## config.mk

```make
export PLATFORM = sky130hd
export DESIGN_NAME = rir_top
export DESIGN_NICKNAME = d
export VERILOG_FILES = /design/src/design/rir_pkg.sv /design/src/design/rir_top.sv
export VERILOG_INCLUDE_DIRS = /design/src /design/src/design
export SDC_FILE = /design/constraint.sdc
export NUM_CORES = 1
export LEC_CHECK = 0
export BUFFER_PORTS_ARGS = -buffer_cell sky130_fd_sc_hd__buf_2
export CAP_MARGIN = 20
export CORE_UTILIZATION = 45
export DETAILED_ROUTE_END_ITERATION = 12
export PLACE_DENSITY = 0.82
export REMOVE_ABC_BUFFERS = 1
export SLEW_MARGIN = 25
export SYNTH_ARGS = -nofsm -noshare
export SYNTH_HDL_FRONTEND = slang
export SYNTH_SLANG_ARGS = --single-unit
```

## constraint.sdc

```tcl
create_clock -name ref_clk -period 1.87 [get_ports ref_clk]
set_clock_uncertainty 0.15 [all_clocks]
set_input_delay 0.0935 -clock ref_clk [delete_from_list [all_inputs] [get_ports ref_clk]]
set_output_delay 0.0935 -clock ref_clk [all_outputs]
set_load 0.02 [all_outputs]
```

## src/design/rir_map.svh

```systemverilog
// register-free constants for the reset and interrupt response block
`ifndef RIR_MAP_SVH
`define RIR_MAP_SVH
`define RIR_NUM_IRQ 4
`define RIR_RESET_WAIT_STATES 3'h7
`define RIR_ZERO_WAIT_STATES 3'h0
`define RIR_VECTOR_FETCHES 2'h2
`define RIR_FLAG_RESET 4'h0
`define RIR_SYNC_RESET 4'hf
`endif

```

## src/design/rir_pkg.sv

```systemverilog
// types shared by the reset and interrupt response block
`default_nettype none
package rir_pkg;
   typedef enum logic [1:0] {RIR_IDLE, RIR_FETCH, RIR_WAIT, RIR_RUN} rir_boot_type;
   typedef struct packed {
      logic fetch_req;
      logic [2:0] wait_states;
      logic boot_done;
   } rir_fetch_type;
   typedef struct packed {
      logic flags_oe;
      logic serial_oe;
      logic timer_oe;
      logic data_oe;
      logic addr_oe;
      logic page_oe;
   } rir_pin_en_type;
endpackage
`default_nettype wire

```

## src/design/rir_top.sv

```systemverilog
// reset pin behaviour, interrupt detection and acknowledge strobe
`include "rir_map.svh"
`default_nettype none
module rir_top
   import rir_pkg::*;
(
   input wire logic ref_clk, // core clock, one tick per phase-one cycle in times-one mode, two in divide-by-two mode
   input wire logic nrst, // asynchronous active-low reset
   input wire logic div2_mode, // 1: divide-by-two phase clocks, 0: times-one
   input wire logic micro_proc_mode, // 1: processor mode, 0: computer mode
   input wire logic [3:0] ext_irq_lines, // active-low interrupt inputs
   input wire logic [3:0] edge_detect_select, // per line: 1 edge, 0 level
   input wire logic [3:0] irq_flag_clr, // core clears a flag, one-cycle pulse
   input wire logic fetch_boundary, // core is at an instruction fetch
   input wire logic ack_decode, // ack instruction enters decode
   input wire logic ack_read, // ack instruction enters read
   input wire logic fetch_done, // external fetch finished
   input wire logic [2:0] bus_wait_wr, // software wait-state value
   input wire logic bus_wait_we, // load wait-state value
   output logic phase_one_clock, // phase one clock out
   output logic phase_three_clock, // phase three clock out
   output logic [3:0] irq_flags, // sticky interrupt flags
   output logic [3:0] irq_take, // flags presented at a fetch boundary once boot is done
   output logic irq_ack_strobe, // active-low acknowledge
   output logic ctrl_strobe_n, // bus control strobe, high when idle
   output logic rd_wr_n, // read high / write low
   output var rir_pin_en_type pin_en, // output enables of released pins
   output var rir_fetch_type fetch // reset-vector fetch control
);
   logic [3:0] sync1_r, sync2_r, prev_r, flags_r, flags_nxt;
   logic ack_r, ctl_r, rw_r, div_r, data_en_r;
   logic [2:0] wait_r;
   logic [1:0] fetch_cnt_r;
   rir_boot_type st_r, st_nxt;
   logic in_run;

   always_ff @(posedge ref_clk or negedge nrst) begin
      if (!nrst) div_r <= 1'b0;
      else div_r <= ~div_r;
   end
   assign phase_one_clock = div2_mode ? div_r : ref_clk;
   assign phase_three_clock = div2_mode ? ~div_r : ~ref_clk;

   // two-stage synchroniser, sampled each cycle; late input slips a cycle
   always_ff @(posedge ref_clk or negedge nrst) begin
      if (!nrst) begin
         sync1_r <= `RIR_SYNC_RESET;
         sync2_r <= `RIR_SYNC_RESET;
         prev_r <= `RIR_SYNC_RESET;
      end else begin
         sync1_r <= ext_irq_lines;
         sync2_r <= sync1_r;
         prev_r <= sync2_r;
      end
   end

   wire [3:0] det_level = ~sync2_r;
   wire [3:0] det_edge = prev_r & ~sync2_r;
   wire [3:0] detect = (edge_detect_select & det_edge) | (~edge_detect_select & det_level);
   // clear wins over a detection in the same cycle
   assign flags_nxt = (flags_r | detect) & ~irq_flag_clr;
   // re-set possible one cycle after clear
   always_ff @(posedge ref_clk or negedge nrst) begin
      if (!nrst) flags_r <= `RIR_FLAG_RESET;
      else flags_r <= flags_nxt;
   end
   assign irq_flags = flags_r;
   // flags reach the core only at a fetch boundary
   assign irq_take = fetch_boundary && in_run ? flags_r : 4'h0;

   // ack low from decode to read
   always_ff @(posedge ref_clk or negedge nrst) begin
      if (!nrst) ack_r <= 1'b1;
      else if (ack_decode) ack_r <= 1'b0;
      else if (ack_read) ack_r <= 1'b1;
   end
   assign irq_ack_strobe = ack_r;

   always_ff @(posedge ref_clk or negedge nrst) begin
      if (!nrst) wait_r <= `RIR_RESET_WAIT_STATES;
      else if (bus_wait_we && in_run) wait_r <= bus_wait_wr;
   end

   // two reset-vector fetches; released reset starts at next edge
   always_comb begin
      st_nxt = st_r;
      unique case (st_r)
         RIR_IDLE: st_nxt = RIR_FETCH;
         RIR_FETCH: st_nxt = RIR_WAIT;
         RIR_WAIT: if (fetch_done) st_nxt = (fetch_cnt_r == 2'h1) ? RIR_RUN : RIR_FETCH;
         RIR_RUN: st_nxt = RIR_RUN;
      endcase
   end
   always_ff @(posedge ref_clk or negedge nrst) begin
      if (!nrst) begin
         st_r <= RIR_IDLE;
         fetch_cnt_r <= 2'h0;
      end else begin
         st_r <= st_nxt;
         if (st_r == RIR_WAIT && fetch_done) fetch_cnt_r <= fetch_cnt_r + 2'h1;
      end
   end
   assign in_run = (st_r == RIR_RUN);
   assign fetch.fetch_req = (st_r == RIR_FETCH);
   // in processor mode boot fetches read the wait register, which still holds its reset value then
   assign fetch.wait_states = micro_proc_mode ? wait_r
                                               : `RIR_ZERO_WAIT_STATES;
   assign fetch.boot_done = in_run;

   // control strobes high in reset; data enable is held low and is cleared by reset without a clock edge
   always_ff @(posedge ref_clk or negedge nrst) begin
      if (!nrst) begin
         ctl_r <= 1'b1;
         rw_r <= 1'b1;
         data_en_r <= 1'b0;
      end else begin
         ctl_r <= ~(st_r == RIR_FETCH || st_r == RIR_WAIT);
         rw_r <= 1'b1;
         data_en_r <= 1'b0;
      end
   end
   assign ctrl_strobe_n = ctl_r;
   assign rd_wr_n = rw_r;

   assign pin_en.flags_oe = nrst & in_run;
   assign pin_en.serial_oe = nrst & in_run;
   assign pin_en.timer_oe = nrst & in_run;
   assign pin_en.data_oe = data_en_r;
   assign pin_en.addr_oe = nrst & ~(st_r == RIR_IDLE);
   assign pin_en.page_oe = nrst & ~(st_r == RIR_IDLE);

   AST_ACK_LOW: assert property (@(posedge ref_clk) disable iff (!nrst)
      ack_decode |=> !irq_ack_strobe) else $error("ack not low after decode");
   AST_ACK_HIGH: assert property (@(posedge ref_clk) disable iff (!nrst)
      ack_read && !ack_decode |=> irq_ack_strobe) else $error("ack not high after read");
   AST_CLR_WINS: assert property (@(posedge ref_clk) disable iff (!nrst)
      irq_flag_clr[0] |=> !irq_flags[0]) else $error("clear lost to detect");
   AST_LEVEL_SET: assert property (@(posedge ref_clk) disable iff (!nrst)
      !edge_detect_select[1] && !sync2_r[1] && !irq_flag_clr[1] |=> irq_flags[1])
      else $error("level detect missed");
   AST_EDGE_SET: assert property (@(posedge ref_clk) disable iff (!nrst)
      edge_detect_select[2] && $fell(sync2_r[2]) && !irq_flag_clr[2] |=> irq_flags[2])
      else $error("edge detect missed");
   AST_BOUNDARY: assert property (@(posedge ref_clk) disable iff (!nrst)
      !fetch_boundary |-> irq_take == 4'h0) else $error("take off boundary");
   AST_WAITS: assert property (@(posedge ref_clk) disable iff (!nrst)
      fetch.fetch_req && micro_proc_mode |-> fetch.wait_states == 3'h7)
      else $error("wrong fetch waits");
   AST_NOWAIT: assert property (@(posedge ref_clk) disable iff (!nrst)
      fetch.fetch_req && !micro_proc_mode |-> fetch.wait_states == 3'h0)
      else $error("waits in computer mode");
   AST_FLOAT: assert property (@(posedge ref_clk) disable iff (!nrst)
      !in_run |-> !pin_en.flags_oe && !pin_en.serial_oe) else $error("pins driven early");
   AST_SYNC: assert property (@(posedge ref_clk) disable iff (!nrst)
      sync2_r == $past(sync1_r)) else $error("sync stage skipped");
   AST_DATA_FLOAT: assert property (@(posedge ref_clk) disable iff (!nrst)
      !in_run |-> !pin_en.data_oe) else $error("data bus driven in boot");
   AST_ADDR_FLOAT: assert property (@(posedge ref_clk) disable iff (!nrst)
      st_r == RIR_IDLE |-> !pin_en.addr_oe && !pin_en.page_oe)
      else $error("address driven in reset");
   AST_CTRL_IDLE: assert property (@(posedge ref_clk) disable iff (!nrst)
      in_run && $past(in_run) |-> ctrl_strobe_n && rd_wr_n) else $error("strobe low when idle");
   AST_BOOT_WAITS: assert property (@(posedge ref_clk) disable iff (!nrst)
      fetch.fetch_req |-> wait_r == 3'h7) else $error("wait register not at reset value");
   AST_TAKE: assert property (@(posedge ref_clk) disable iff (!nrst)
      fetch_boundary && in_run |-> irq_take == irq_flags) else $error("flags not taken");
endmodule // rir_top
`default_nettype wire

```

Yosys cells after proc, flatten, opt, wreduce, memory -nomap -nowiden:

Cells that the tools add are included.

* bits in registers: 26
* input bits: 24
* output and inout bits: 24
* word-level logic and storage cells: 46

* add/subtract/negate cells: 1
* eq/ne operators: 5
* mux-type cells: 9
* bitwise operators: 15
* reduce and logical (&&, ||, !) cells: 6

Operator list (number)
* $and 4x4->4: 4
* $not 4->4: 3
* $or 4x4->4: 2
* $pmux 2 s4: 1
* $eq 2x1->1 const B: 2
* $eq 2x2->1 const B: 2
* $mux 1: 4
* $mux 2: 2
* $mux 4: 1
* $not 1->1: 4
* $logic_and 1x1->1: 3
* $mux 3: 1
* $add 2x1->2 const B: 1
* $and 1x1->1: 2
* $logic_not 2->1: 1
* $ne 2x2->1 const B: 1
* $reduce_bool 2->1: 1
* $logic_or 1x1->1: 1

Depth between registers and ports, before layout:

Gate-level depths: netlist of the first run.

* word-level depth: 6
* depth in mapped cells: 5

==> results of run 1 <==
## worst max-delay path by stage
stage	slack, ns	to	depth (start not counted)	startpoint
3_5_place_dp	0.37	phase_one_clock	3	ref_clk
4_1_cts	0.06	irq_take[2]	3	st_r[0]
3_3_place_gp	0.37	phase_one_clock	3	ref_clk
5_1_grt	0.008	irq_take[1]	3	st_r[1]
6_report	0.08	irq_take[2]	3	st_r[1]
2_1_floorplan	0.09	phase_one_clock	2	ref_clk
## flip-flops by register name (all words and copies together) (netlist names), 2 cells and up
name and cells:
irq_flags 4, prev_r 4, sync1_r 4, sync2_r 4, wait_r 3, fetch_cnt_r 2
st_r 2
## layout by cell type (no fill, tap or decap), types with 3 or more instances in the layout
cell and instances:
clkbuf_4 6, ha_1 5, dfstp_2 17, and2_1 3, nand2b_1 5, dlygate4sd3_1 22, nor2_1 7, and3_2 4
mux2_1 3, inv_1 11, dfrtp_1 8, buf_2 43, a21oi_1 6
## cell type report
class                   count  area, sq um
flip-flops and latches     26          673
fillers                   172          614
repair buffers             66          443
multi-input cells          46          318
clock buffers               9         75.1
inverters                  11         41.3
well taps                  28         35.0
clock inverters             2         33.8
## cell families after synthesis
kind of cell / after synthesis
AO/OA/AOI/OAI: 9
XOR/XNOR: 1
adder cells (fa/ha/maj): 6
buffers and inverters: 18
flip-flops: 26
multiplexers: 4
other: 2
AND/OR/NAND/NOR: 24
## timing repair
| action | 4_1_cts | 5_1_grt |
|---|---|---|
| resized for setup | 6 | 1 |
| hold buffers | 22 | 0 |
| setup buffers | 1 | 0 |
| endpoints found under the setup margin | 3 | 5 |
| hold endpoints to repair | 42 | 0 |
## routing by layer
metal  vias to the layer above  GRT usage (%)  routed length [um]
li1                        411              -                   -
met1                       392           20.0                 872
met2                        34           36.0                1280
met3                         4           5.95                 122
met4                         0           17.1                  38
met5                         -              0                   0
## stage by stage
step           utilization [%]  setup WS (ns)  power, mW  hold slack [ns]
6_report                  72.5         0.0825       1.98           0.0469
3_3_place_gp              58.2          0.371       1.37           -0.212
2_1_floorplan                -         0.0861       1.19           -0.352
3_5_place_dp              58.2          0.371       1.40           -0.213
5_1_grt                   72.5        0.00758       2.09           0.0558
4_1_cts                   72.4         0.0631       2.00           0.0298
## power groups by stage
stage / clock network (mW) / logic, mW / registers, mW
5_1_grt: 0.638 / 0.648 / 0.802
2_1_floorplan: 0.0453 / 0.346 / 0.801
4_1_cts: 0.609 / 0.602 / 0.785
6_report: 0.597 / 0.591 / 0.790
3_5_place_dp: 0.0646 / 0.544 / 0.795
3_3_place_gp: 0.0646 / 0.527 / 0.783
## worst min-delay path: cells and delay by family
family	cells	cell delay, ns
buffers and inverters	3	0.95
==> impl_summary.log, run 1 <==
[metrics] Antenna Diode Count: 0
[metrics] max-cap violation count: 0
[metrics] fraction of synthesized area in multiplexers: 4.07%
[metrics] Die Width: 50.9 um
[metrics] die height: 50.9 um
[metrics] number of antenna violations at the first check in global routing: 0
[metrics] count of cell types in the netlist: 20
[metrics] data arrival time at the worst-slack endpoint: 1.54 ns
[metrics] list of most frequent post-synthesis cells: dfstp_2, inv_1, dfrtp_1, nor2_1
[metrics] summed instance area of the synthesized netlist: 1080 sq um
[metrics] count of yosys warnings during synthesis: 0
[metrics] area share of and/or/nand/nor cells after synthesis: 12.4%
[metrics] Achievable Freq: 559 MHz
[metrics] starting utilization of the core area: 48.2%
[metrics] Synth area leaders: dfstp_2, dfrtp_1, ha_1
[metrics] setup repair after global routing missed its margin: no
[metrics] number of setup violations in the final report: 0
[metrics] HPWL reported at the end of detailed placement: 1.42 mm
[metrics] leading cell type by number of instances after synthesis: dfstp_2
[metrics] final cell count without fillers: 188
[metrics] fraction of the mapped netlist area in adder cells: 6.97%
[metrics] Final Hold Viols: 0
[metrics] critical path, cell by cell: ha_2, and3_2, buf_2
[metrics] core area: 2230 sq um
[metrics] launching element type of the critical path: flop
[metrics] part of the total power dissipated in combinational logic: 29.9%
[metrics] Routed Wire Length: 2.32 mm
[metrics] share of the synthesized area in the top cell type: 41.5%
[metrics] first-pass GRT wire length: 3.68 mm
[metrics] maximum ir drop on the vdd rail: 0.00107 V
[metrics] xor-xnor portion of the synthesized cell area: 0.813%
[metrics] Die Area: 2590 sq um
[metrics] async set-reset flop share out of synthesis: 100%
[metrics] number of buffers and inverters on the critical path: 1
[metrics] largest net degree at the start of global routing: 22
[metrics] Final Slew Violations: 0
[metrics] IO Pins: 48
[metrics] fraction of the mapped netlist area in compound gates: 4.30%
[metrics] Avg Synthesized Cell Area: 12.0 sq um
[metrics] cell area power density: 1220 nW/um^2
[metrics] Critical Path RT: 1.63 ns
[metrics] clock edge transition at the registers on the reported setup and hold paths: 0.15 ns
[metrics] initial detailed-routing violation count: 12
[metrics] Pleak: 0.847 nW
[metrics] Internal Pwr Total: 1.31 mW
[metrics] top cell family by delay on the critical path: flip-flops
[metrics] number of enable-type register cells in the synthesized netlist: 0
[metrics] number of standard cells after synthesis: 90
[metrics] via count of the first global-routing pass: 904
[metrics] Via Count: 841
[metrics] share of the cycle needed by the critical path after routing: 95.6%
[metrics] worst-case reg-to-reg path depth: 4
[metrics] port buffer count: 45
[metrics] combinational family with the most area after synthesis: simple AND/OR/NAND/NOR gates
[metrics] CP Capture Type: primary output
[metrics] synthesis-stage register bit count: 26
[metrics] synthesis-to-layout area growth: 50.3%
[metrics] TritonCTS clock tree: yes
[metrics] shortest period the worst path allows: 1.79 ns
[metrics] proportion of power drawn by the clock network: 30.2%
[metrics] area post-placement: 1300 sq um
[metrics] result of the run: completed
[metrics] remaining antenna violation count after routing: 0
[metrics] final net count: 191
[metrics] cell type contributing the most total cell area after synthesis: dfstp_2
[metrics] register share of total power: 39.9%
[metrics] portion of the post-synthesis area used by sequential elements: 62.4%
[metrics] share of cells above drive strength 1: 50.0%
[metrics] prevailing post-synth register cell: dfstp_2
[metrics] routed wirelength normalized by instance count: 12.3 um
[metrics] number of vias per cell after detailed routing: 4.47
[metrics] # placed instances: 158
[metrics] clock network latency to the later pin of the worst-skew pair: 0.45 ns
[metrics] kind of critical path: flop to primary output
[metrics] Tightest Hold Check Type: input pin to asynchronous set/reset pin
[metrics] crit-path max FO: 8
[metrics] critical path's slowest cell: dfrtp_1
[metrics] total number of placement rows: 17
[metrics] startpoint of the lowest-slack register-to-register path: sync2_r[1]
[metrics] placer's final routability congestion estimate: 0.635
[metrics] 1st-pass router iterations: 3
[metrics] maximum single-stage delay on the critical path: 0.46 ns
[metrics] r2r endpoint: irq_flags[1]
[metrics] Remaining DRCs: 0
[metrics] global route total overflow: 0
[metrics] register-to-register path setup slack: 0.29 ns
[metrics] total global routing track utilization: 20.7%
[metrics] sw frac: 33.9%
[metrics] design area: 1620 sq um
[metrics] accumulated negative setup slack: 0 ns
[metrics] net switching power: 0.671 mW
(Power assumes the default switching activity.)
==> inputs of run 2 (changes only) <==
RECOVER_POWER = 100   (was unset)
==> impl_summary.log, run 2 (synthesis results as in run 1) <==
[metrics] met2 Track Usage GR: 36.0% (unchanged)
[metrics] Max transition margin: 28.4%
[metrics] number of buffers and inverters on the critical path: 1 (unchanged)
[metrics] total number of placement rows: 17 (unchanged)
[metrics] global route total overflow: 0 (unchanged)
[metrics] number of setup violations in the final report: 0 (unchanged)
[metrics] shortest period the worst path allows: 1.79 ns (+0.00269 ns)
[metrics] setup repair after global routing missed its margin: no
[metrics] share of cells above drive strength 1: 40.0% (-10 points)
[metrics] Routed Wire Length: 2.34 mm (+0.95%)
[metrics] Die Width: 50.9 um (unchanged)
[metrics] top cell family by delay on the critical path: flip-flops
[metrics] kind of critical path: flop to primary output
[metrics] critical path's slowest cell: dfrtp_1
[metrics] origin of the worst min-delay path: ext_irq_lines[0]
[metrics] Worst-Margin Slew: 1.07 ns
[metrics] synthesis-to-layout area growth: 48.0%
[metrics] final net count: 191 (unchanged)
[metrics] port buffer count: 45 (unchanged)
[metrics] result of the run: completed
[metrics] met3 track utilization from global routing: 5.95% (unchanged)
[metrics] number of vias per cell after detailed routing: 4.45 (-0.48%)
[metrics] share of the cycle needed by the critical path after routing: 95.7% (+0.14 points)
[metrics] IO Pins: 48 (unchanged)
[metrics] maximum single-stage delay on the critical path: 0.46 ns (about the same)
[metrics] data arrival time at the worst-slack endpoint: 1.55 ns (about the same)
[metrics] crit-path max FO: 8 (unchanged)
[metrics] Critical Path RT: 1.63 ns (about the same)
[metrics] Filler Cell Count: 186 (+8.1%)
[metrics] clock network latency to the later pin of the worst-skew pair: 0.45 ns (about the same)
[metrics] core area: 2230 sq um (unchanged)
[metrics] critical path, cell by cell: ha_2, and3_2, clkbuf_2
[metrics] Via Count: 837 (-0.48%)
[metrics] most used cells in the layout excluding fill and tap cells: buf_2, dlygate4sd3_1, dfstp_2
[metrics] 1st-pass router iterations: 4 (+1)
[metrics] max-cap violation count: 0 (unchanged)
[metrics] multi-input logic area: 315 sq um (-0.79%)
[metrics] busiest grt layer: met2
[metrics] via count of the first global-routing pass: 904 (unchanged)
[metrics] launching element type of the critical path: flop
[metrics] HPWL reported at the end of detailed placement: 1.42 mm (unchanged)
[metrics] Die Area: 2590 sq um (unchanged)
[metrics] Tightest Hold Check Type: input pin to flop
[metrics] CP Capture Type: primary output
[metrics] register-to-register path setup slack: 0.29 ns (about the same)
[metrics] largest net degree at the start of global routing: 22 (unchanged)
[metrics] maximum ir drop on the vdd rail: 0.00109 V (+1.6%)
[metrics] cell area power density: 1220 nW/um^2 (-0.13%)
[metrics] remaining antenna violation count after routing: 0 (unchanged)
[metrics] initial detailed-routing violation count: 6 (-6)
[metrics] Remaining DRCs: 0 (unchanged)
[metrics] utilization after layout: 71.4% (-1.1 points)
[metrics] routed wirelength normalized by instance count: 12.4 um (+0.95%)
[metrics] clock edge transition at the registers on the reported setup and hold paths: 0.14 ns (about the same)
[metrics] Setup crit start: st_r[1]
[metrics] TritonCTS clock tree: yes
[metrics] total global routing track utilization: 20.7% (unchanged)
[metrics] most common cell after layout, fill and taps aside: buf_2
[metrics] number of antenna violations at the first check in global routing: 0 (unchanged)
[metrics] Final Slew Violations: 0 (unchanged)
[metrics] Achievable Freq: 559 MHz (-0.15%)
[metrics] startpoint of the lowest-slack register-to-register path: sync2_r[1]
[metrics] met1 Usage GRT: 20.0% (unchanged)
[metrics] starting utilization of the core area: 48.2% (unchanged)
[metrics] worst setup slack after layout: 0.0798 ns (-0.00269 ns)
[metrics] hold_ws: 0.116 ns (+0.0693 ns)
[metrics] setup slack after placement: 0.371 ns (unchanged)
[metrics] Final Hold Viols: 0 (unchanged)
[metrics] first-pass GRT wire length: 3.68 mm (unchanged)
[metrics] die height: 50.9 um (unchanged)
[metrics] placer's final routability congestion estimate: 0.635 (unchanged)
[metrics] Pleak: 0.796 nW (-6.0%)
[metrics] Antenna Diode Count: 0 (unchanged)
[metrics] Overall Power: 1.94 mW (-1.7%)
[metrics] accumulated negative setup slack: 0 ns (unchanged)
[metrics] area taken by flip-flops and latches: 673 sq um (unchanged)
[run 2: cell count changes in the layout (fill, tap and decap cells not counted), sizes merged]
| cell | previous run | this run |
|---|---|---|
| clkbuf | 6 | 27 |
| buf | 47 | 26 |
[run 2: routing by layer]
| metal | share of wire, % | vias to the layer above |
|---|---|---|
| li1 | - | 411 |
| met2 | 54 | 37 |
| met1 | 39 | 385 |
| met4 | 1.5 | 0 |
| met3 | 5.6 | 4 |
| met5 | 0 | - |
[run 2: layout make-up]
cell class	instances	share of cell area [%]
inverter	11	2.59
tap	28	2.20
timing repair buffer	66	26.6
clock inverter	2	2.12
clock buffer	9	4.47
sequential	26	42.2
multi-input combinational	46	19.8
[run 2: path summary, 6_finish.rpt]
path,endpoint,depth (start not counted)
hold reg to reg,sync2_r[3],0
hold / removal,sync1_r[0],2
setup reg to reg,irq_flags[1],4
max in group asynchronous,irq_flags[2],3
min in group asynchronous,irq_flags[3],3
setup / recovery,irq_take[2],3
[run 2: where the power goes]
part	total, mW	internal (mW)	leakage, nW	switching [mW]
registers	0.790	0.714	0.283	0.0764
clock network	0.583	0.332	0.0658	0.251
logic	0.571	0.230	0.447	0.341
[run 2: stage by stage]
stage / instance area (sq um) / cells
final: 1590 / 188
after global routing: 1590 / 188
after CTS: 1620 / 188
after detailed placement: 1300 / 158
after global placement: 1300 / 158
after floorplan: 1030 / 84
[run 2: what timing repair did]
action	4_1_cts	5_1_grt
hold buffers	22	0
buffers inserted	1	0
gates resized for setup	6	1
hold endpoints to repair	42	0
endpoints found under the setup margin	3	5
==> inputs of run 3 (changes only) <==
BUFFER_PORTS_ARGS = -buffer_cell sky130_fd_sc_hd__clkbuf_2   (was -buffer_cell sky130_fd_sc_hd__buf_2)
CORE_MARGIN = 5   (was unset)
==> impl_summary.log, run 3 (synthesis results as in run 1) <==
[metrics] most common cell after layout, fill and taps aside: clkbuf_2
[metrics] Max transition margin: 26.8% (-1.6 points)
[metrics] number of vias per cell after detailed routing: 4.46 (+0.17%)
[metrics] placer's final routability congestion estimate: 0.786 (+24%)
[metrics] most used cells in the layout excluding fill and tap cells: clkbuf_2, dlygate4sd3_1, dfstp_2
[metrics] starting utilization of the core area: 47.8% (-0.46 points)
[metrics] synthesis-to-layout area growth: 46.1%
[metrics] Final Slew Violations: 0 (unchanged)
[metrics] kind of critical path: clock port to primary output
[metrics] register-to-register path setup slack: 0.27 ns (-0.02 ns)
[metrics] number of setup violations in the final report: 0 (unchanged)
[metrics] Antenna Diode Count: 0 (unchanged)
[metrics] data arrival time at the worst-slack endpoint: 1.55 ns (about the same)
[metrics] area post-placement: 1300 sq um (unchanged)
[metrics] # placed instances: 158 (unchanged)
[metrics] Remaining DRCs: 0 (unchanged)
[metrics] remaining antenna violation count after routing: 0 (unchanged)
[metrics] design area: 1570 sq um (-1.3%)
[metrics] die height: 58.9 um (+16%)
[metrics] IO Pins: 48 (unchanged)
[metrics] Die Area: 3470 sq um (+34%)
[metrics] total number of placement rows: 17 (unchanged)
[metrics] multi-input logic area: 315 sq um (unchanged)
[metrics] port buffer count: 45 (unchanged)
[metrics] Critical Path Sink: phase_one_clock
[metrics] Critical Path RT: 1.63 ns (about the same)
[metrics] number of antenna violations at the first check in global routing: 0 (unchanged)
[metrics] final net count: 190 (-0.52%)
[metrics] area taken by flip-flops and latches: 674 sq um (+0.19%)
[metrics] final cell count without fillers: 187 (-0.53%)
[metrics] setup slack after placement: 0.362 ns (-0.00820 ns)
[metrics] largest net degree at the start of global routing: 23 (+4.5%)
[metrics] worst-case reg-to-reg path depth: 4 (unchanged)
[metrics] max-cap violation count: 0 (unchanged)
[metrics] accumulated negative setup slack: 0 ns (unchanged)
[metrics] HPWL reported at the end of detailed placement: 1.52 mm (+6.9%)
[metrics] Routed Wire Length: 2.37 mm (+1.2%)
[metrics] hold_ws: 0.111 ns (-0.00514 ns)
[metrics] utilization after layout: 69.8% (-1.6 points)
[metrics] core area: 2250 sq um (+0.95%)
[metrics] cell area power density: 1220 nW/um^2 (+0.43%)
[metrics] Via Count: 834 (-0.36%)
[metrics] via count of the first global-routing pass: 937 (+3.7%)
[metrics] CP Capture Type: primary output
[metrics] maximum ir drop on the vdd rail: 0.00101 V (-7.9%)
[metrics] TritonCTS clock tree: yes
[metrics] worst setup slack after layout: 0.0755 ns (-0.00425 ns)
[metrics] result of the run: completed
[metrics] clock network latency to the later pin of the worst-skew pair: 0.44 ns (about the same)
[metrics] Setup crit start: ref_clk
[metrics] Die Width: 58.9 um (+16%)
[metrics] launching element type of the critical path: clock port
[metrics] global route total overflow: 0 (unchanged)
[metrics] startpoint of the lowest-slack register-to-register path: sync2_r[0]
[metrics] Overall Power: 1.93 mW (-0.83%)
[metrics] setup repair after global routing missed its margin: no
[metrics] share of cells above drive strength 1: 40.9% (+0.88 points)
[metrics] Tightest Hold Check Type: input pin to flop
[metrics] initial detailed-routing violation count: 13 (+7)
[metrics] Final Hold Viols: 0 (unchanged)
[metrics] crit-path max FO: 2 (-6)
[metrics] r2r endpoint: irq_flags[0]
[metrics] Pleak: 0.793 nW (-0.32%)
[metrics] clock edge transition at the registers on the reported setup and hold paths: 0.13 ns (about the same)
[metrics] routed wirelength normalized by instance count: 12.7 um (+1.8%)
[metrics] first-pass GRT wire length: 4.00 mm (+8.4%)
[metrics] Filler Cell Count: 180 (-3.2%)
[metrics] Worst-Margin Slew: 1.10 ns (+0.0241 ns)
[metrics] total global routing track utilization: 16.1% (-4.6 points)
[metrics] 1st-pass router iterations: 4 (unchanged)
## run 3: cell count changes in the layout (fill, tap and decap cells not counted), sizes merged
cell | previous run | this run
buf | 26 | 2
clkbuf | 27 | 52
dlygate4sd3 | 22 | 20
## run 3: power by group
group          switching (mW)  internal, mW  total (mW)
clock                   0.238         0.309       0.547
combinational           0.351         0.248       0.599
sequential             0.0662         0.715       0.782
## run 3: repair_timing
item,4_1_cts,5_1_grt
hold buffers,20,0
setup buffers,0,2
cloned,0,0
hold endpoints to repair,42,0
setup endpoints to repair,7,9
resized for setup,1,2
## run 3: layout make-up
type                       count  area share, %
sequential                    26           42.8
timing repair buffer          66           26.6
multi-input combinational     46           20.0
clock buffer                   8           3.50
inverter                      11           2.62
tap                           28           2.23
clock inverter                 2           2.15
## run 3: routing by layer
metal	wire length [um]	GRT usage, %
met1	914	16.6
met4	36	12.3
met5	0	0
met2	1210	27.6
met3	204	4.17
## run 3: how the worst min path moves through the flow
stage | startpoint | endpoint | cells after the start
2_1_floorplan | nrst | div_r | 0
3_3_place_gp | nrst | wait_r[1] | 1
3_5_place_dp | nrst | wait_r[0] | 1
4_1_cts | nrst | wait_r[0] | 2
5_1_grt | ext_irq_lines[1] | sync1_r[1] | 2
6_report | ext_irq_lines[1] | sync1_r[1] | 2
## run 3: worst max-delay path: stages
cell and delay (ns):
clkbuf_4 0.11, clkbuf_4 0.12, mux2i_1 0.17, inv_1 0.06, clkbuf_2 0.15
